===== src/phy_diag_pkg.sv =====
// Contract
// (RL1) pair select bits 13:12: 00=A,01=B,10=C,11=D; read/write, reset 00.
// (RL2) host writes zeros into cable register bits 11:10.
// (RL3) result bits 9:8: 00 none, 01 open, 10 short; 11 never produced.
// (RL4) result reports the pair currently selected, no other pair.
// (RL5) on open or short, bits 7:0 hold fault distance; reset zero.
// (RL6) link status bit 2 reads gigabit link good; reset 0.
// (RL7) link status bit 1 reads fast-ethernet link good; reset 0.
// (RL8) sixteen-bit symbol error frame counter, read-only, cleared by read.
// (RL9) bit 15 enables jabber interrupt.
// (RL10) bit 14 enables receive error interrupt.
// (RL11) bit 13 enables page received interrupt.
// (RL12) bit 12 enables parallel detect fault interrupt.
// (RL13) bit 11 enables link partner acknowledge interrupt.
// (RL14) bit 10 enables link-down interrupt.
// (RL15) all interrupt enables reset to 0.
// (RL16) writing bit 15 starts test; reads 1 while running, self-clears.
// (RL17) low byte event flags set on event, cleared on register read.
// (RL18) interrupt pin polarity bit: 1 active high, 0 active low default.
// (RL19) interrupt asserted while any enabled flag is set.
// (RL20) error counter saturates at maximum instead of wrapping.
package phy_diag_pkg;
  localparam logic [4:0] REG_CABLE = 5'h12;
  localparam logic [4:0] REG_LINK = 5'h13;
  localparam logic [4:0] REG_RXERR = 5'h15;
  localparam logic [4:0] REG_INTR = 5'h1b;
  localparam logic [4:0] REG_PHYCTL = 5'h1f;
  localparam int CT_START = 15;
  localparam int CT_PAIR_LSB = 12;
  localparam int IE_LSB = 8;
  localparam int PC_IRQ_POL = 14;
  localparam logic [5:0] PREAMBLE_LEN = 6'h20;
  localparam logic [4:0] HDR_LAST = 5'h0b;
  localparam logic [4:0] DATA_LAST = 5'h0f;
  localparam logic [4:0] RD_END = 5'h10;
  localparam logic [4:0] TA_LAST = 5'h01;
  localparam logic [1:0] OP_READ = 2'h2;
  localparam logic [1:0] OP_WRITE = 2'h1;
  localparam logic [1:0] DIAG_NONE = 2'h0;
  localparam logic [1:0] DIAG_OPEN = 2'h1;
  localparam logic [1:0] DIAG_SHORT = 2'h2;
  localparam logic [15:0] CNT_MAX = 16'hffff;
  localparam logic [1:0] PAIR_RST = 2'h0;
  localparam logic [7:0] IE_RST = 8'h00;
  localparam logic POL_RST = 1'b0;
  typedef enum logic [2:0] {
    ST_IDLE = 3'b000,
    ST_START = 3'b001,
    ST_HDR = 3'b010,
    ST_TA_RD = 3'b011,
    ST_RD = 3'b100,
    ST_TA_WR = 3'b101,
    ST_WR = 3'b110
  } mdio_state_type;
endpackage


===== src/phy_diag_regs.sv =====
`timescale 1ns/1ps
module phy_diag_regs (
  // clock and reset
  input wire logic clock,
  input wire logic reset_n,
  // management pins
  input wire logic mdc,
  input wire logic mdio_in,
  output logic mdio_out,
  output logic mdio_oe,
  input wire logic [4:0] phy_addr,
  // line status and events
  input wire logic link_1000_ok,
  input wire logic link_100_ok,
  input wire logic rx_err_frame,
  input wire logic [7:0] event_in,
  // cable diagnostic engine
  output logic diag_run,
  output logic [1:0] diag_pair,
  input wire logic diag_done,
  input wire logic [1:0] diag_status,
  input wire logic [7:0] diag_dist,
  // interrupt pin
  output logic irq_pin
);
  phy_diag_pkg::mdio_state_type state_r;
  logic mdc_q_r;
  logic rise;
  logic [5:0] ones_r;
  logic [4:0] cnt_r;
  logic [11:0] hdr_r;
  logic [15:0] wsh_r;
  logic [15:0] rsh_r;
  logic mdio_out_r;
  logic mdio_oe_r;
  logic [4:0] reg_addr;
  logic rd_take;
  logic wr_take;
  logic [15:0] wr_data;
  logic [15:0] rdata;
  logic run_r;
  logic [1:0] pair_r;
  logic [1:0] res_pair_r;
  logic [1:0] stat_r;
  logic [7:0] dist_r;
  logic [1:0] stat_view;
  logic [7:0] dist_view;
  logic gig_r;
  logic fast_r;
  logic [15:0] err_cnt_r;
  logic [15:0] err_cnt_nxt;
  logic [7:0] ie_r;
  logic [7:0] flags_r;
  logic [7:0] flags_nxt;
  logic pol_r;
  logic irq_any;
  logic irq_pin_r;

  assign rise = mdc & ~mdc_q_r;
  assign reg_addr = hdr_r[4:0];
  assign rd_take = rise && (state_r == phy_diag_pkg::ST_TA_RD);
  assign wr_data = {wsh_r[14:0], mdio_in};
  assign wr_take = rise && (state_r == phy_diag_pkg::ST_WR) &&
    (cnt_r == phy_diag_pkg::DATA_LAST) && (hdr_r[9:5] == phy_addr);

  always_ff @(posedge clock or negedge reset_n) begin
    if (!reset_n) begin
      mdc_q_r <= 1'b0;
    end else begin
      mdc_q_r <= mdc;
    end
  end

  // frame decoder, one step per mdc rising edge
  always_ff @(posedge clock or negedge reset_n) begin
    if (!reset_n) begin
      state_r <= phy_diag_pkg::ST_IDLE;
      ones_r <= 6'h00;
      cnt_r <= 5'h00;
      hdr_r <= 12'h000;
      wsh_r <= 16'h0000;
    end else if (rise) begin
      case (state_r)
        phy_diag_pkg::ST_IDLE: begin
          if (mdio_in) begin
            if (ones_r != phy_diag_pkg::PREAMBLE_LEN) begin
              ones_r <= ones_r + 6'h01;
            end
          end else begin
            if (ones_r == phy_diag_pkg::PREAMBLE_LEN) begin
              state_r <= phy_diag_pkg::ST_START;
            end
            ones_r <= 6'h00;
          end
        end
        phy_diag_pkg::ST_START: begin
          cnt_r <= 5'h00;
          state_r <= mdio_in ? phy_diag_pkg::ST_HDR : phy_diag_pkg::ST_IDLE;
        end
        phy_diag_pkg::ST_HDR: begin
          hdr_r <= {hdr_r[10:0], mdio_in};
          cnt_r <= cnt_r + 5'h01;
          if (cnt_r == phy_diag_pkg::HDR_LAST) begin
            cnt_r <= 5'h00;
            // only an addressed read may turn the line around
            if (hdr_r[10:9] == phy_diag_pkg::OP_READ &&
                {hdr_r[3:0], mdio_in} != 5'h00 &&
                hdr_r[8:4] == phy_addr) begin
              state_r <= phy_diag_pkg::ST_TA_RD;
            end else if (hdr_r[8:4] == phy_addr &&
                hdr_r[10:9] == phy_diag_pkg::OP_READ) begin
              state_r <= phy_diag_pkg::ST_TA_RD;
            end else if (hdr_r[10:9] == phy_diag_pkg::OP_WRITE) begin
              state_r <= phy_diag_pkg::ST_TA_WR;
            end else begin
              state_r <= phy_diag_pkg::ST_IDLE;
            end
          end
        end
        phy_diag_pkg::ST_TA_RD: begin
          cnt_r <= 5'h00;
          state_r <= phy_diag_pkg::ST_RD;
        end
        phy_diag_pkg::ST_RD: begin
          cnt_r <= cnt_r + 5'h01;
          if (cnt_r == phy_diag_pkg::RD_END) begin
            state_r <= phy_diag_pkg::ST_IDLE;
          end
        end
        phy_diag_pkg::ST_TA_WR: begin
          cnt_r <= cnt_r + 5'h01;
          if (cnt_r == phy_diag_pkg::TA_LAST) begin
            cnt_r <= 5'h00;
            state_r <= phy_diag_pkg::ST_WR;
          end
        end
        phy_diag_pkg::ST_WR: begin
          wsh_r <= wr_data;
          cnt_r <= cnt_r + 5'h01;
          if (cnt_r == phy_diag_pkg::DATA_LAST) begin
            state_r <= phy_diag_pkg::ST_IDLE;
          end
        end
        default: begin
          state_r <= phy_diag_pkg::ST_IDLE;
        end
      endcase
    end
  end

  // drive turnaround zero then sixteen data bits, msb first
  always_ff @(posedge clock or negedge reset_n) begin
    if (!reset_n) begin
      mdio_out_r <= 1'b0;
      mdio_oe_r <= 1'b0;
      rsh_r <= 16'h0000;
    end else if (rise) begin
      if (state_r == phy_diag_pkg::ST_TA_RD) begin
        mdio_oe_r <= 1'b1;
        mdio_out_r <= 1'b0;
        rsh_r <= rdata;
      end else if (state_r == phy_diag_pkg::ST_RD &&
          cnt_r != phy_diag_pkg::RD_END) begin
        mdio_out_r <= rsh_r[15];
        rsh_r <= {rsh_r[14:0], 1'b0};
      end else begin
        mdio_oe_r <= 1'b0;
        mdio_out_r <= 1'b0;
      end
    end
  end

  // result shown only for the pair it was measured on
  assign stat_view = (res_pair_r == pair_r && !run_r) ? stat_r : // [RL4]
    phy_diag_pkg::DIAG_NONE;
  assign dist_view = (stat_view != phy_diag_pkg::DIAG_NONE) ? dist_r :
    8'h00; // [RL5]

  always_comb begin
    rdata = 16'h0000;
    if (reg_addr == phy_diag_pkg::REG_CABLE) begin
      // reserved bits 14 and 11:10 read zero [RL2]
      rdata = {run_r, 1'b0, pair_r, 2'b00, stat_view, dist_view};
    end else if (reg_addr == phy_diag_pkg::REG_LINK) begin
      rdata = {13'h0000, gig_r, fast_r, 1'b0}; // [RL6] [RL7]
    end else if (reg_addr == phy_diag_pkg::REG_RXERR) begin
      rdata = err_cnt_r; // [RL8]
    end else if (reg_addr == phy_diag_pkg::REG_INTR) begin
      rdata = {ie_r, flags_r};
    end else if (reg_addr == phy_diag_pkg::REG_PHYCTL) begin
      rdata[phy_diag_pkg::PC_IRQ_POL] = pol_r;
    end
  end

  // cable test: write starts or stops, engine done ends it
  always_ff @(posedge clock or negedge reset_n) begin
    if (!reset_n) begin
      run_r <= 1'b0;
      pair_r <= phy_diag_pkg::PAIR_RST;
      res_pair_r <= phy_diag_pkg::PAIR_RST;
      stat_r <= phy_diag_pkg::DIAG_NONE;
      dist_r <= 8'h00;
    end else if (wr_take && reg_addr == phy_diag_pkg::REG_CABLE) begin
      run_r <= wr_data[phy_diag_pkg::CT_START]; // [RL16]
      pair_r <= wr_data[phy_diag_pkg::CT_PAIR_LSB +: 2]; // [RL1]
    end else if (run_r && diag_done) begin
      run_r <= 1'b0; // [RL16]
      res_pair_r <= pair_r;
      // an undefined code from the engine reads as no fault
      if (diag_status == phy_diag_pkg::DIAG_OPEN ||
          diag_status == phy_diag_pkg::DIAG_SHORT) begin
        stat_r <= diag_status; // [RL3]
        dist_r <= diag_dist; // [RL5]
      end else begin
        stat_r <= phy_diag_pkg::DIAG_NONE; // [RL3]
        dist_r <= 8'h00;
      end
    end
  end

  always_ff @(posedge clock or negedge reset_n) begin
    if (!reset_n) begin
      gig_r <= 1'b0;
      fast_r <= 1'b0;
    end else begin
      gig_r <= link_1000_ok; // [RL6]
      fast_r <= link_100_ok; // [RL7]
    end
  end

  // an error frame in the clearing read cycle counts into the fresh value
  always_comb begin
    err_cnt_nxt = err_cnt_r;
    if (rd_take && reg_addr == phy_diag_pkg::REG_RXERR) begin
      err_cnt_nxt = {15'h0000, rx_err_frame}; // [RL8]
    end else if (rx_err_frame && err_cnt_r != phy_diag_pkg::CNT_MAX) begin
      err_cnt_nxt = err_cnt_r + 16'h0001; // [RL20]
    end
  end

  always_ff @(posedge clock or negedge reset_n) begin
    if (!reset_n) begin
      err_cnt_r <= 16'h0000;
    end else begin
      err_cnt_r <= err_cnt_nxt;
    end
  end

  always_ff @(posedge clock or negedge reset_n) begin
    if (!reset_n) begin
      ie_r <= phy_diag_pkg::IE_RST; // [RL15]
      pol_r <= phy_diag_pkg::POL_RST; // [RL18]
    end else if (wr_take) begin
      if (reg_addr == phy_diag_pkg::REG_INTR) begin
        // [RL9] [RL10] [RL11] [RL12] [RL13] [RL14]
        ie_r <= wr_data[phy_diag_pkg::IE_LSB +: 8];
      end else if (reg_addr == phy_diag_pkg::REG_PHYCTL) begin
        pol_r <= wr_data[phy_diag_pkg::PC_IRQ_POL]; // [RL18]
      end
    end
  end

  // set beats the clearing read so no event is lost
  always_comb begin
    flags_nxt = flags_r;
    if (rd_take && reg_addr == phy_diag_pkg::REG_INTR) begin
      flags_nxt = 8'h00;
    end
    flags_nxt = flags_nxt | event_in; // [RL17]
  end

  always_ff @(posedge clock or negedge reset_n) begin
    if (!reset_n) begin
      flags_r <= 8'h00;
    end else begin
      flags_r <= flags_nxt;
    end
  end

  assign irq_any = |(flags_r & ie_r); // [RL19]

  always_ff @(posedge clock or negedge reset_n) begin
    if (!reset_n) begin
      irq_pin_r <= 1'b1;
    end else begin
      irq_pin_r <= pol_r ? irq_any : ~irq_any; // [RL18] [RL19]
    end
  end

  assign mdio_out = mdio_out_r;
  assign mdio_oe = mdio_oe_r;
  assign diag_run = run_r;
  assign diag_pair = pair_r;
  assign irq_pin = irq_pin_r;

  result_code_a: assert property ( // [RL3]
    @(posedge clock) disable iff (!reset_n)
    stat_view != 2'b11)
    else $error("reserved diagnostic code reported");

  result_pair_a: assert property ( // [RL4]
    @(posedge clock) disable iff (!reset_n)
    (run_r && diag_done && !wr_take) |=> res_pair_r == $past(pair_r))
    else $error("result recorded for another pair");

  fault_dist_a: assert property ( // [RL5]
    @(posedge clock) disable iff (!reset_n)
    (run_r && diag_done && !wr_take && diag_status == 2'h1)
    |=> stat_r == 2'h1 && dist_r == $past(diag_dist))
    else $error("fault distance not captured");

  link_bits_a: assert property ( // [RL6]
    @(posedge clock) disable iff (!reset_n)
    ##1 gig_r == $past(link_1000_ok) && fast_r == $past(link_100_ok))
    else $error("link status bits do not follow link");

  err_clear_a: assert property ( // [RL8]
    @(posedge clock) disable iff (!reset_n)
    (rd_take && reg_addr == phy_diag_pkg::REG_RXERR && !rx_err_frame)
    |=> err_cnt_r == 16'h0000 && rsh_r == $past(err_cnt_r))
    else $error("error counter not cleared by read");

  err_sat_a: assert property ( // [RL20]
    @(posedge clock) disable iff (!reset_n)
    (err_cnt_r == 16'hffff && !rd_take) |=> err_cnt_r == 16'hffff)
    else $error("error counter wrapped");

  flag_set_a: assert property ( // [RL17]
    @(posedge clock) disable iff (!reset_n)
    event_in != 8'h00 |=> (flags_r & $past(event_in)) == $past(event_in))
    else $error("event flag lost");

  irq_level_a: assert property ( // [RL19]
    @(posedge clock) disable iff (!reset_n)
    ##1 irq_pin_r == ($past(pol_r) ? $past(irq_any) : !$past(irq_any)))
    else $error("interrupt pin level wrong");

  test_end_a: assert property ( // [RL16]
    @(posedge clock) disable iff (!reset_n)
    (run_r && diag_done && !wr_take) |=> !run_r ##1 !diag_run)
    else $error("cable test did not self clear");
endmodule


===== config.mk =====
export PLATFORM = sky130hd
export DESIGN_NAME = phy_diag_regs
export DESIGN_NICKNAME = d
export VERILOG_FILES = /design/src/phy_diag_pkg.sv /design/src/phy_diag_regs.sv
export SDC_FILE = /design/constraint.sdc
export NUM_CORES = 1
export LEC_CHECK = 0
export BUFFER_PORTS_ARGS = -buffer_cell sky130_fd_sc_hd__clkbuf_2
export CAP_MARGIN = 10
export CORE_MARGIN = 3
export CORE_UTILIZATION = 45
export CTS_BUF_LIST = sky130_fd_sc_hd__clkbuf_16
export CTS_CLUSTER_SIZE = 25
export DETAILED_ROUTE_END_ITERATION = 16
export HOLD_SLACK_MARGIN = 0.08
export PLACE_DENSITY_LB_ADDON = 0.2
export SLEW_MARGIN = 20
export SYNTH_ARGS = -nofsm -noshare
export SYNTH_HDL_FRONTEND = slang
export SYNTH_SLANG_ARGS = --single-unit

===== constraint.sdc =====
create_clock -name clock -period 5.3 [get_ports clock]
set_input_delay 0 -clock clock [delete_from_list [all_inputs] [get_ports clock]]
set_output_delay 0 -clock clock [all_outputs]
set_load 0.02 [all_outputs]

Word level (Yosys, flattened, before mapping) --
Index checks and enable logic that the tools add are counted.
Cells by class: add/sub/neg operators 3, bitwise gates (word level) 7, reduce and logical (&&, ||, !) cells 36, eq/ne operators 34, multiplexer cells 39
Operators by type and width (number):
- $mux 16 | 7
- $eq 5x5->1 const B | 6
- $mux 3 | 9
- $mux 8 | 3
- $pmux 3 s7 | 1
- $pmux 5 s4 | 1
- $add 16x1->16 const B | 1
- $ne 16x16->1 const B | 1
- $logic_and 1x1->1 | 14
- $mux 14 | 1
- $reduce_and 2->1 | 7
- $mux 6 | 2
- $ne 2x2->1 const B | 6
- $eq 5x4->1 const B | 2
- $eq 5x5->1 | 2
- $mux 1 | 10
- $mux 5 | 2
- $eq 3x3->1 const B | 3
- $and 8x8->8 | 1
- $or 8x8->8 | 1
- $reduce_bool 2->1 | 4
- $reduce_or 8->1 | 1
- $reduce_and 7->1 | 1
- $add 6x1->6 const B | 1
- other kinds (21) | 32
Storage, ports and cells: word-level logic and storage cells 140, bits in registers 110, input bits 31, output and inout port bits 6

Longest topological paths before layout --
Gate-level depths: netlist of run 1.
word-level depth 8, gate-level depth with buffers 8, gate-level depth less buffers 8

Worst setup path after synthesis of run 1 --
No wires, ideal clock.
path kind flip-flop to flip-flop, start point reg cnt_r[0], end point reg dist_r[2], clock period less this slack 2032 ps, data required time 5175 ps, setup time 125 ps, slack 3268 ps, cell stages (with the launch flop) 9, arrival time 1908 ps, path buffers 1, cells stage by stage dfrtp_1 > ha_1 > and3_1 > ha_1 > nand2_1 > nor4_1 > a21oi_1 > buf_2 > mux2_2
On the way: word-level cells in the longest chain between the ends 6
RTL lines:
- from (decl) | RTL line phy_diag_regs.sv:30 | logic [4:0] cnt_r;
- from (signal assigned) | RTL line phy_diag_regs.sv:102 | cnt_r <= cnt_r + 5'h01;
- from (signal assigned) | RTL line phy_diag_regs.sv:125 | cnt_r <= cnt_r + 5'h01;
- from (signal assigned) | RTL line phy_diag_regs.sv:131 | cnt_r <= cnt_r + 5'h01;
- $eq 5x4->1 | RTL line phy_diag_regs.sv:64 | (cnt_r == phy_diag_pkg::DATA_LAST) && (hdr_r[9:5] == phy_addr);
- $logic_and 1x1->1 | RTL line phy_diag_regs.sv:63 | assign wr_take = rise && (state_r == phy_diag_pkg::ST_WR) &&
- $logic_and 1x1->1 | RTL line phy_diag_regs.sv:64
- $logic_and 1x1->1 | RTL line phy_diag_regs.sv:203 | end else if (wr_take && reg_addr == phy_diag_pkg::REG_CABLE) begin
- $not 1->1 (no source line)
- $reduce_and 2->1 (no source line)
- to (signal assigned) | RTL line phy_diag_regs.sv:213 | dist_r <= diag_dist;
- to (decl) | RTL line phy_diag_regs.sv:45 | logic [7:0] dist_r;
No other way between the ends. A chain may end at the register's enable or synchronous reset.

Final worst setup path of run 1 --
start point reg mdc_q_r, end point reg dist_r[5]
On the way: word-level cells in the longest chain between the ends 8
RTL lines:
- from (decl) | RTL line phy_diag_regs.sv:27 | logic mdc_q_r;
- from (signal assigned) | RTL line phy_diag_regs.sv:70 | mdc_q_r <= mdc;
- $not 1->1 | RTL line phy_diag_regs.sv:59 | assign rise = mdc & ~mdc_q_r;
- $and 1x1->1 | RTL line phy_diag_regs.sv:59
- $logic_and 1x1->1 (2 in a row) | RTL line phy_diag_regs.sv:63
- $logic_and 1x1->1 | RTL line phy_diag_regs.sv:64
- $logic_and 1x1->1 | RTL line phy_diag_regs.sv:203
- $not 1->1 (no source line)
- $reduce_and 2->1 (no source line)
No other way between the ends.

==> metrics.md, run 1 <==
| Metric | Value |
|---|---|
| Vias/cell | between 5 and 6 |
| Largest stage delay on the critical path | just under 0.6 ns |
| Width of the die | 117.9 microns |
| Filler cells | 1,091 |
| Initial antenna violation count | 0 |
| Crit path max-delay family | simple AND/OR/NAND/NOR gates |
| Slew headroom | between 30 and 40% |
| Die height | between 100 and 150 microns |
| Net Count, Synth | ~580 |
| Critical Path AT | about 2.8 ns |
| Min Tclk post-route | 2.519 ns |
| Max_cap viols | 0 |
| Status | finished, final reports clean |
| YS warnings | 0 |
| Period utilization | between 40% and 50% |
| Hold slack | around 0.15 ns |
| Initial DRC count | ~320 |
| Synth cell types | 62 |
| Layout cells sized above 1 | a little under a fifth |
| Tightest Hold Check Type | in2reg |
| Die area | 13,890 sq um |
| FF/Latch Area | 2754 sq um |
| Cells after Synth | 541 |
| Final Setup Violations | 0 |
| Final Max Slew Viols | 0 |
| Main area contributors after synthesis | dfrtp_1 48%, mux2_2 9.4%, nand2_1 3.4% |
| GR Util met2 | 31.48% |
| Final GP Congestion | 0.8501 |
| Synthesis-stage register bit count | 110 |
| Worst Setup Start Kind | register |
| Global-route met3 utilization | 4.613% |
| Post-route cell area | between 6000 and 7000 sq um |
| CP cell instances | and2b_1, nand4_4, nor4_1, a21oi_2, mux2_2 |
| FFs w/ async S/R, synth | between 90% and 100% |
| Setup slack after layout | roughly 2.8 ns |
| Crit path max fanout | 19 |
| Placed instance area | around 5900 sq um |
| CTS Buffer Depth | 2 |
| Post-Route Setup TNS | 0 ns |
| # DRC | 0 |
| P_leak | 2.843 nW |
| Vias | about 4,300 |
| Final core utilization | approximately 54% |
| Worst-Skew Late Latency | roughly 0.36 ns |
| Worst slew pin tran | a little over 0.9 ns |
| Synth Cell Area | between 5000 and 6000 sq um |
| WL per Instance | ~17 microns |
| GR Util met1 | a little over a quarter |
| CP Capture Type | register |
| Mapped Avg Cell Area | 10.41 sq um |
| Total CTS buffers | 9 |
| Final WL | between 10 and 15 mm |
| DP HPWL | ~9.1 mm |
| Post-synth EDFFs | 0 |
| Total global routing track utilization | about a fifth |
| First-pass GRT wire length | roughly 22 mm |
| Sequential share of the synthesized area | between 40% and 50% |
| Largest net degree at the start of global routing | approximately 70 |
| Total global routing overflow | 0 |
| Most frequent cells in the layout | 109 x dfrtp_1, 51 x nand2_1, 47 x mux2_2 |
| Leading area contributor after synthesis | dfrtp_1 |
| Initial core utilization | about 46% |
| Clock Skew | between 0.008 and 0.009 ns |
| Std cell rows | 40 |
| # IOs | 37 |
| Main synth FF type | dfrtp_1 |
| Max rail drop VDD | roughly 220 uV |
| Nets | between 600 and 700 |
| Slowest cell on crit path | nor4_1 |
| Final hold vios | 0 |
| Synth top area share | 48.43% |
| CTS root buf | clkbuf_16 |
| H-tree Lvls | 3 |
| Post-route ant nets | 0 |
| # diodes | 0 |
| Area taken by multi-input logic gates | roughly 2700 sq um |
| RSZ-0062 raised after global routing | no |
| TritonCTS clock tree | yes |
| Crit path kind | reg2reg |
| Commonest non-fill, non-tap cell in the layout | dfrtp_1 |
| Layout Area Growth over Synthesis | 16.06% |
| Required @ worst endpoint | between 5 and 6 ns |
| Port Buf Inserts | 36 |
| Vias in the first global route | ~4,400 |
| Clock transition at path regs | around 0.070 ns |
| GR peak layer | met2 |
| PD cells | between 300 and 400 nW/um^2 |
| F_max | 397.0 MHz |
| Count of clock tree sinks | 110 |
| Core ar. | around 12,000 sq um |
| CP Buf/Inv Count | 0 |
| DP Worst Slack | ~2.6 ns |
| TritonRoute pass-1 iters | 6 |
[worst reg2reg max path, cell delays in order (launching register included)]
cell	delay, ns
dfrtp_1	0.37
and2b_1	0.46
nand4_4	0.34
nor4_1	0.60
a21oi_2	0.30
mux2_2	0.33
[synth_stat cells (11+ instances only)]
cell     count
nor2b_1     11
buf_2       11
dfrtp_1    109
a22oi_1     12
a21o_1      11
nor3_1      11
mux2_2      47
inv_1       16
o21ai_0     26
nand2_1     51
a21oi_1     26
nand3_1     15
nor2_1      36
xnor2_1     14
[routing by layer]
layer	part of all wire [%]	routed length (microns)
met1	44	5755
met4	1.3	169
met3	5.6	723
met2	49	6291
met5	0	0
[path summary, 6_finish.rpt]
path	slack, ns	from	depth (start not counted)	end
hold reg to reg	0.48	rsh_r[6]	2	rsh_r[6]
setup / recovery	2.78	mdc_q_r	5	dist_r[5]
min in group asynchronous	0.17	reset_n	2	dist_r[0]
setup reg to reg	2.78	mdc_q_r	5	dist_r[5]
max in group asynchronous	3.88	reset_n	3	state_r[0]
hold / removal	0.15	phy_addr[3]	6	state_r[1]
[logic make-up (layout without fill, tap and decap cells)]
group           after synthesis  count (layout)  synth area share, %
compound gates              128             128                15.35
simple gates                181             181                17.22
fa+ha+maj                     9               9                2.000
xor+xnor                     24              24                3.732
flops                       110             110                48.90
buf+inv                      39              95                2.866
mux                          50              50                9.931
[flip-flops by register name (all words and copies together) (netlist names), 3 cells and up]
signal	count
rsh_r	16
hdr_r	11
wsh_r	15
dist_r	8
err_cnt_r	16
ones_r	6
flags_r	8
state_r	3
ie_r	8
cnt_r	5
[what timing repair did]
| action | CTS | global route |
|---|---|---|
| setup buffers | 0 | 0 |
| hold endpoints to repair | 68 | 0 |
| resized for setup | 0 | 0 |
| hold buffers | 26 | 0 |
[where the power goes]
| part | switching [mW] | internal (mW) | total, mW |
|---|---|---|---|
| clock | 0.332 | 0.428 | 0.760 |
| sequential | 0.218 | 0.996 | 1.21 |
| combinational | 0.345 | 0.274 | 0.619 |
[per-stage QoR]
stage          total power [mW]  std cells
4_1_cts                   2.603        765
6_report                  2.592        765
3_3_place_gp              1.799        723
2_1_floorplan             1.643        541
3_5_place_dp              1.822        723
5_1_grt                   2.754        765
[layout make-up]
class | count | area share, %
sequential | 110 | 42.13
multi-input combinational | 392 | 41.62
timing repair buffer | 63 | 6.891
clock buffer | 9 | 3.446
tap | 168 | 3.216
clock inverter | 7 | 1.780
inverter | 16 | 0.9188
Note: power is estimated with default switching activity, not from simulation.
==> inputs of run 2 (changes only) <==
==> constraint.sdc (replaced) <==
create_clock -name clock -period 2.6 [get_ports clock]
set_input_delay 0 -clock clock [delete_from_list [all_inputs] [get_ports clock]]
set_output_delay 0 -clock clock [all_outputs]
set_load 0.02 [all_outputs]
==> metrics.md, run 2 (synthesis results as in run 1) <==
| Metric | Value |
|---|---|
| Status | finished, final reports clean |
| Post-CTS setup buffer count | 0 (unchanged) |
| Post_cts resized | 0 (unchanged) |
| Min Tclk post-route | 2.392 ns (-0.1272 ns) |
| P_leak | 2.890 nW (+1.7%) |
| Total global routing overflow | 0 (unchanged) |
| Final Setup Violations | 0 (unchanged) |
| Setup slack after layout | 0.2082 ns (-2.573 ns) |
| Die height | 117.9 microns (unchanged) |
| Clock transition at path regs | 0.08 ns (about the same) |
| # IOs | 37 (unchanged) |
| Width of the die | 117.9 microns (unchanged) |
| DP HPWL | 9.595 mm (+5.8%) |
| Core ar. | 12,110 sq um (unchanged) |
| CP cell instances | ha_1, and3_1, ha_1, nand2_1, nor4_1, and2_1, mux2_2 |
| First-pass GRT wire length | 22.15 mm (+0.50%) |
| Filler cells | 1,101 (+0.92%) |
| H-tree Lvls | 3 (unchanged) |
| Worst Setup Start Kind | register |
| Tightest Hold Check Type | in2reg |
| Hold buffers post-CTS | 26 (unchanged) |
| Initial core utilization | 46.50% (unchanged) |
| Layout Area Growth over Synthesis | 16.97% |
| Final GP Congestion | 0.8917 (+4.9%) |
| R2R depth | 7 (+2) |
| F_max | 418.1 MHz (+5.3%) |
| Reg2reg start | cnt_r[0] |
| Period utilization | 91.99% (+44 points) |
| Worst path most repeated cell | ha_1 |
| Max_cap viols | 0 (unchanged) |
| CP Capture Type | register |
| Critical Path AT | 2.64 ns (-0.12 ns) |
| Post-Route Setup TNS | 0 ns (unchanged) |
| Total power | 5.212 mW (+100%) |
| Vias/cell | 5.602 (-1.2%) |
| Clock Skew | 0.007172 ns (-0.001441 ns) |
| Final hold vios | 0 (unchanged) |
| Final WL | 13.24 mm (+2.3%) |
| Vias | 4,353 (+0.32%) |
| RSZ-0062 raised after global routing | no |
| Largest stage delay on the critical path | 0.44 ns (-0.15 ns) |
| Min-Delay Startpoint | phy_addr[1] |
| Final Max Slew Viols | 0 (unchanged) |
| Most frequent cells in the layout | 109 x dfrtp_1, 51 x nand2_1, 47 x mux2_2 |
| CTS Buffer Depth | 2 (unchanged) |
| Hold slack | 0.1225 ns (-0.02754 ns) |
| Crit path kind | reg2reg |
| Total global routing track utilization | 19.88% (+0.33 points) |
| Required @ worst endpoint | 2.85 ns (-2.69 ns) |
| Commonest non-fill, non-tap cell in the layout | dfrtp_1 |
| Vias in the first global route | 4,389 (+0.57%) |
| Crit path max fanout | 8 (-11) |
| Worst slew pin tran | 0.9808 ns (+0.05596 ns) |
| WL per Instance | 17.03 microns (+0.72%) |
| Hold Crit Depth | 6 (unchanged) |
| Worst Setup SP | cnt_r[0] |
| Die area | 13,890 sq um (unchanged) |
| # diodes | 0 (unchanged) |
| Initial DRC count | 274 (-14%) |
| Largest net degree at the start of global routing | 52 (-24%) |
| Max rail drop VDD | 465.0 uV (+110%) |
| Slowest cell on crit path | dfrtp_1 |
| TritonCTS clock tree | yes |
| Total CTS buffers | 9 (unchanged) |
| # DRC | 0 (unchanged) |
| Worst-Skew Late Latency | 0.36 ns (about the same) |
| Nets | 644 (+1.9%) |
| Std cell rows | 40 (unchanged) |
| CTS root buf | clkbuf_16 |
| Slew headroom | 34.17% (-3.8 points) |
| PD cells | 791.2 nW/um^2 (+100%) |
| Initial antenna violation count | 0 (unchanged) |
| Port Buf Inserts | 36 (unchanged) |
| DP Worst Slack | 0.2304 ns (-2.380 ns) |
| Post-route ant nets | 0 (unchanged) |
| TritonRoute pass-1 iters | 5 (-1) |
| Count of clock tree sinks | 110 (unchanged) |
| Layout cells sized above 1 | 20.03% (+1.3 points) |
| Largest regs | err_cnt_r x16, rsh_r x16, wsh_r x15 |
[run 2: per-layer routing]
| layer | vias to the layer above | wire length, microns | track usage, % | part of all wire, % |
|---|---|---|---|---|
| li1 | 2090 | - | - | - |
| met1 | 2182 | 6125 | 26.35 | 46 |
| met2 | 68 | 6441 | 32.70 | 49 |
| met3 | 13 | 466 | 4.325 | 3.5 |
| met4 | 0 | 202 | 6.300 | 1.5 |
| met5 | - | 0 | 0 | 0 |
[run 2: critical path, delay by kind of cell, from the launching register on]
kind	cells	cell delay (ns)
AND/OR/NAND/NOR	4	1.03
flip-flops	1	0.44
multiplexers	1	0.38
adder cells (fa/ha/maj)	2	0.43
[run 2: layout make-up]
cell class	count	area (sq um)	area share, %
clock buffers	9	225.2	3.419
inverters	16	60.06	0.9117
well taps	168	210.2	3.191
repair buffers	75	540.5	8.205
multi-input cells	392	2716	41.23
clock inverters	7	81.33	1.235
flip-flops and latches	110	2754	41.80
[run 2: report_power, final]
part	switching [mW]	internal (mW)
logic	0.725	0.580
registers	0.447	2.03
clock network	0.664	0.765
total	1.84	3.38
[run 2: per-stage QoR]
| step | std cells | utilization [%] | area, sq um |
|---|---|---|---|
| global placement | 735 | 49.71 | 6021 |
| global route | 777 | 54.39 | 6588 |
| floorplan | 541 | - | 5632 |
| finish | 777 | 54.39 | 6588 |
| detailed placement | 735 | 49.71 | 6021 |
| CTS | 777 | 54.39 | 6588 |
[run 2: path summary, 6_finish.rpt]
path / end / slack [ns]
max: ie_r[3] / 0.21
max reg2reg: ie_r[3] / 0.21
min reg2reg: rsh_r[12] / 0.48
min in group asynchronous: dist_r[6] / 0.21
max in group asynchronous: rsh_r[7] / 1.62
min: state_r[1] / 0.12
==> inputs of run 3 (changes only) <==
--- a/config.mk
+++ b/config.mk
@@ -13,6 +13,7 @@
 export CTS_CLUSTER_SIZE = 25
 export DETAILED_ROUTE_END_ITERATION = 16
 export HOLD_SLACK_MARGIN = 0.08
+export MAX_ROUTING_LAYER = met4
 export PLACE_DENSITY_LB_ADDON = 0.2
 export SLEW_MARGIN = 20
 export SYNTH_ARGS = -nofsm -noshare
==> metrics.md, run 3 (synthesis results as in run 1) <==
| Metric | Value |
|---|---|
| Status | finished, final reports clean |
| Crit path kind | reg2reg |
| Initial core utilization | 46.50% (unchanged) |
| Max rail drop VDD | 464.6 uV (-0.10%) |
| Worst slew pin tran | 0.9884 ns (+0.007531 ns) |
| Worst-Skew Late Latency | 0.36 ns (about the same) |
| Largest net degree at the start of global routing | 52 (unchanged) |
| R2R Path End | ie_r[3] |
| Vias/cell | 5.637 (+0.62%) |
| Initial antenna violation count | 0 (unchanged) |
| F_max | 417.7 MHz (about the same) |
| # diodes | 0 (unchanged) |
| # IOs | 37 (unchanged) |
| Slew headroom | 33.67% (-0.51 points) |
| CTS root buf | clkbuf_16 |
| GR Util met1 | 26.76% (+0.41 points) |
| Nets | 644 (unchanged) |
| Core ar. | 12,110 sq um (unchanged) |
| RSZ-0062 raised after global routing | no |
| Hold slack | 0.1223 ns (-0.0001440 ns) |
| Port Buf Inserts | 36 (unchanged) |
| Total global routing track utilization | 20.54% (+0.66 points) |
| Post-route ant nets | 0 (unchanged) |
| Setup slack after layout | 0.2062 ns (-0.002005 ns) |
| H-tree Lvls | 3 (unchanged) |
| Final Max Slew Viols | 0 (unchanged) |
| Total global routing overflow | 0 (unchanged) |
| CP Capture Point | ie_r[3] |
| Final core utilization | 54.39% (unchanged) |
| Post-CTS setup buffer count | 0 (unchanged) |
| Global-route met3 utilization | 4.229% (-0.096 points) |
| CP Capture Type | register |
| Die area | 13,890 sq um (unchanged) |
| Critical Path AT | 2.64 ns (about the same) |
| Post-Route Setup TNS | 0 ns (unchanged) |
| GR Util met2 | 32.59% (-0.11 points) |
| Worst Setup SP | cnt_r[0] |
| FF-to-FF setup slack | 0.21 ns (about the same) |
| Layout Area Growth over Synthesis | 16.97% (unchanged) |
| Crit path max fanout | 8 (unchanged) |
| P_leak | 2.890 nW (unchanged) |
| Final WL | 13.29 mm (+0.38%) |
| Tightest Hold Check Type | in2reg |
| GR peak layer | met2 |
| Final hold vios | 0 (unchanged) |
| PD cells | 791.6 nW/um^2 (about the same) |
| TritonCTS clock tree | yes |
| Period utilization | 92.07% (about the same) |
| Std cell rows | 40 (unchanged) |
| Layout cells sized above 1 | 20.03% (unchanged) |
| Worst Setup Start Kind | register |
| Clock transition at path regs | 0.08 ns (about the same) |
| WL per Instance | 17.10 microns (+0.38%) |
| TritonRoute pass-1 iters | 4 (-1) |
| CTS Buffer Depth | 2 (unchanged) |
| Reg2reg start | cnt_r[0] |
| Final GP Congestion | 0.9067 (+1.7%) |
| Final Setup Violations | 0 (unchanged) |
| R2R depth | 7 (unchanged) |
| Count of clock tree sinks | 110 (unchanged) |
| Max_cap viols | 0 (unchanged) |
| Total CTS buffers | 9 (unchanged) |
| Vias | 4,380 (+0.62%) |
| Largest regs | err_cnt_r x16, rsh_r x16, wsh_r x15 |
| Vias in the first global route | 4,373 (-0.36%) |
| Die height | 117.9 microns (unchanged) |
| Most frequent cells in the layout | 109 x dfrtp_1, 51 x nand2_1, 47 x mux2_2 |
| Initial DRC count | 263 (-4.0%) |
| DP Worst Slack | 0.2304 ns (unchanged) |
| First-pass GRT wire length | 22.21 mm (+0.28%) |
| Clock Skew | 0.006950 ns (-0.0002225 ns) |
| Min Tclk post-route | 2.394 ns (+0.002005 ns) |
| Required @ worst endpoint | 2.85 ns (about the same) |
| Width of the die | 117.9 microns (unchanged) |
| # DRC | 0 (unchanged) |
| DP HPWL | 9.595 mm (unchanged) |
| Commonest non-fill, non-tap cell in the layout | dfrtp_1 |
| Filler cells | 1,101 (unchanged) |
[run 3: critical path, cell delays in order (launching register included)]
cell and delay, ns:
dfrtp_1 0.43, ha_1 0.24, and3_1 0.18, ha_1 0.20, nand2_1 0.09, nor4_1 0.34, and2_1 0.41, mux2_2 0.38
[run 3: how the worst min path moves through the flow]
stage          slack [ns]  cells past startpoint         end        start
4_1_cts              0.10                      6  state_r[1]  phy_addr[1]
3_5_place_dp         0.07                      1   dist_r[6]      reset_n
3_3_place_gp         0.07                      1   dist_r[6]      reset_n
6_report             0.12                      6  state_r[1]  phy_addr[1]
2_1_floorplan       -0.30                      0    cnt_r[0]      reset_n
5_1_grt              0.17                      6  state_r[1]  phy_addr[1]
[run 3: area by class of cell]
class                      count  area, sq um  share of cell area, %
sequential                   110         2754                  41.80
multi-input combinational    392         2716                  41.23
timing repair buffer          75        540.5                  8.205
clock buffer                   9        225.2                  3.419
tap                          168        210.2                  3.191
clock inverter                 7        81.33                  1.235
inverter                      16        60.06                 0.9117
[run 3: metrics by stage]
| stage | cell area (sq um) | power, mW | cells |
|---|---|---|---|
| 5_1_grt | 6588 | 5.548 | 777 |
| 2_1_floorplan | 5632 | 3.349 | 541 |
| 6_report | 6588 | 5.214 | 777 |
| 3_3_place_gp | 6021 | 3.702 | 735 |
| 3_5_place_dp | 6021 | 3.761 | 735 |
| 4_1_cts | 6588 | 5.251 | 777 |
[run 3: what timing repair did]
action	4_1_cts	5_1_grt
hold endpoints to repair	73	0
hold buffers	26	0
endpoints found under the setup margin	0	0
gates resized for setup	0	0
[run 3: per-layer routing]
metal  routed length (microns)  share of wire (%)
met1                      6097                 46
met2                      6475                 49
met3                       509                3.8
met4                       203                1.5
met5                         0                  0
[run 3: power by group]
part / total, mW / internal, mW / switching [mW]
registers: 2.48 / 2.03 / 0.446
clock network: 1.43 / 0.765 / 0.667
logic: 1.31 / 0.580 / 0.726
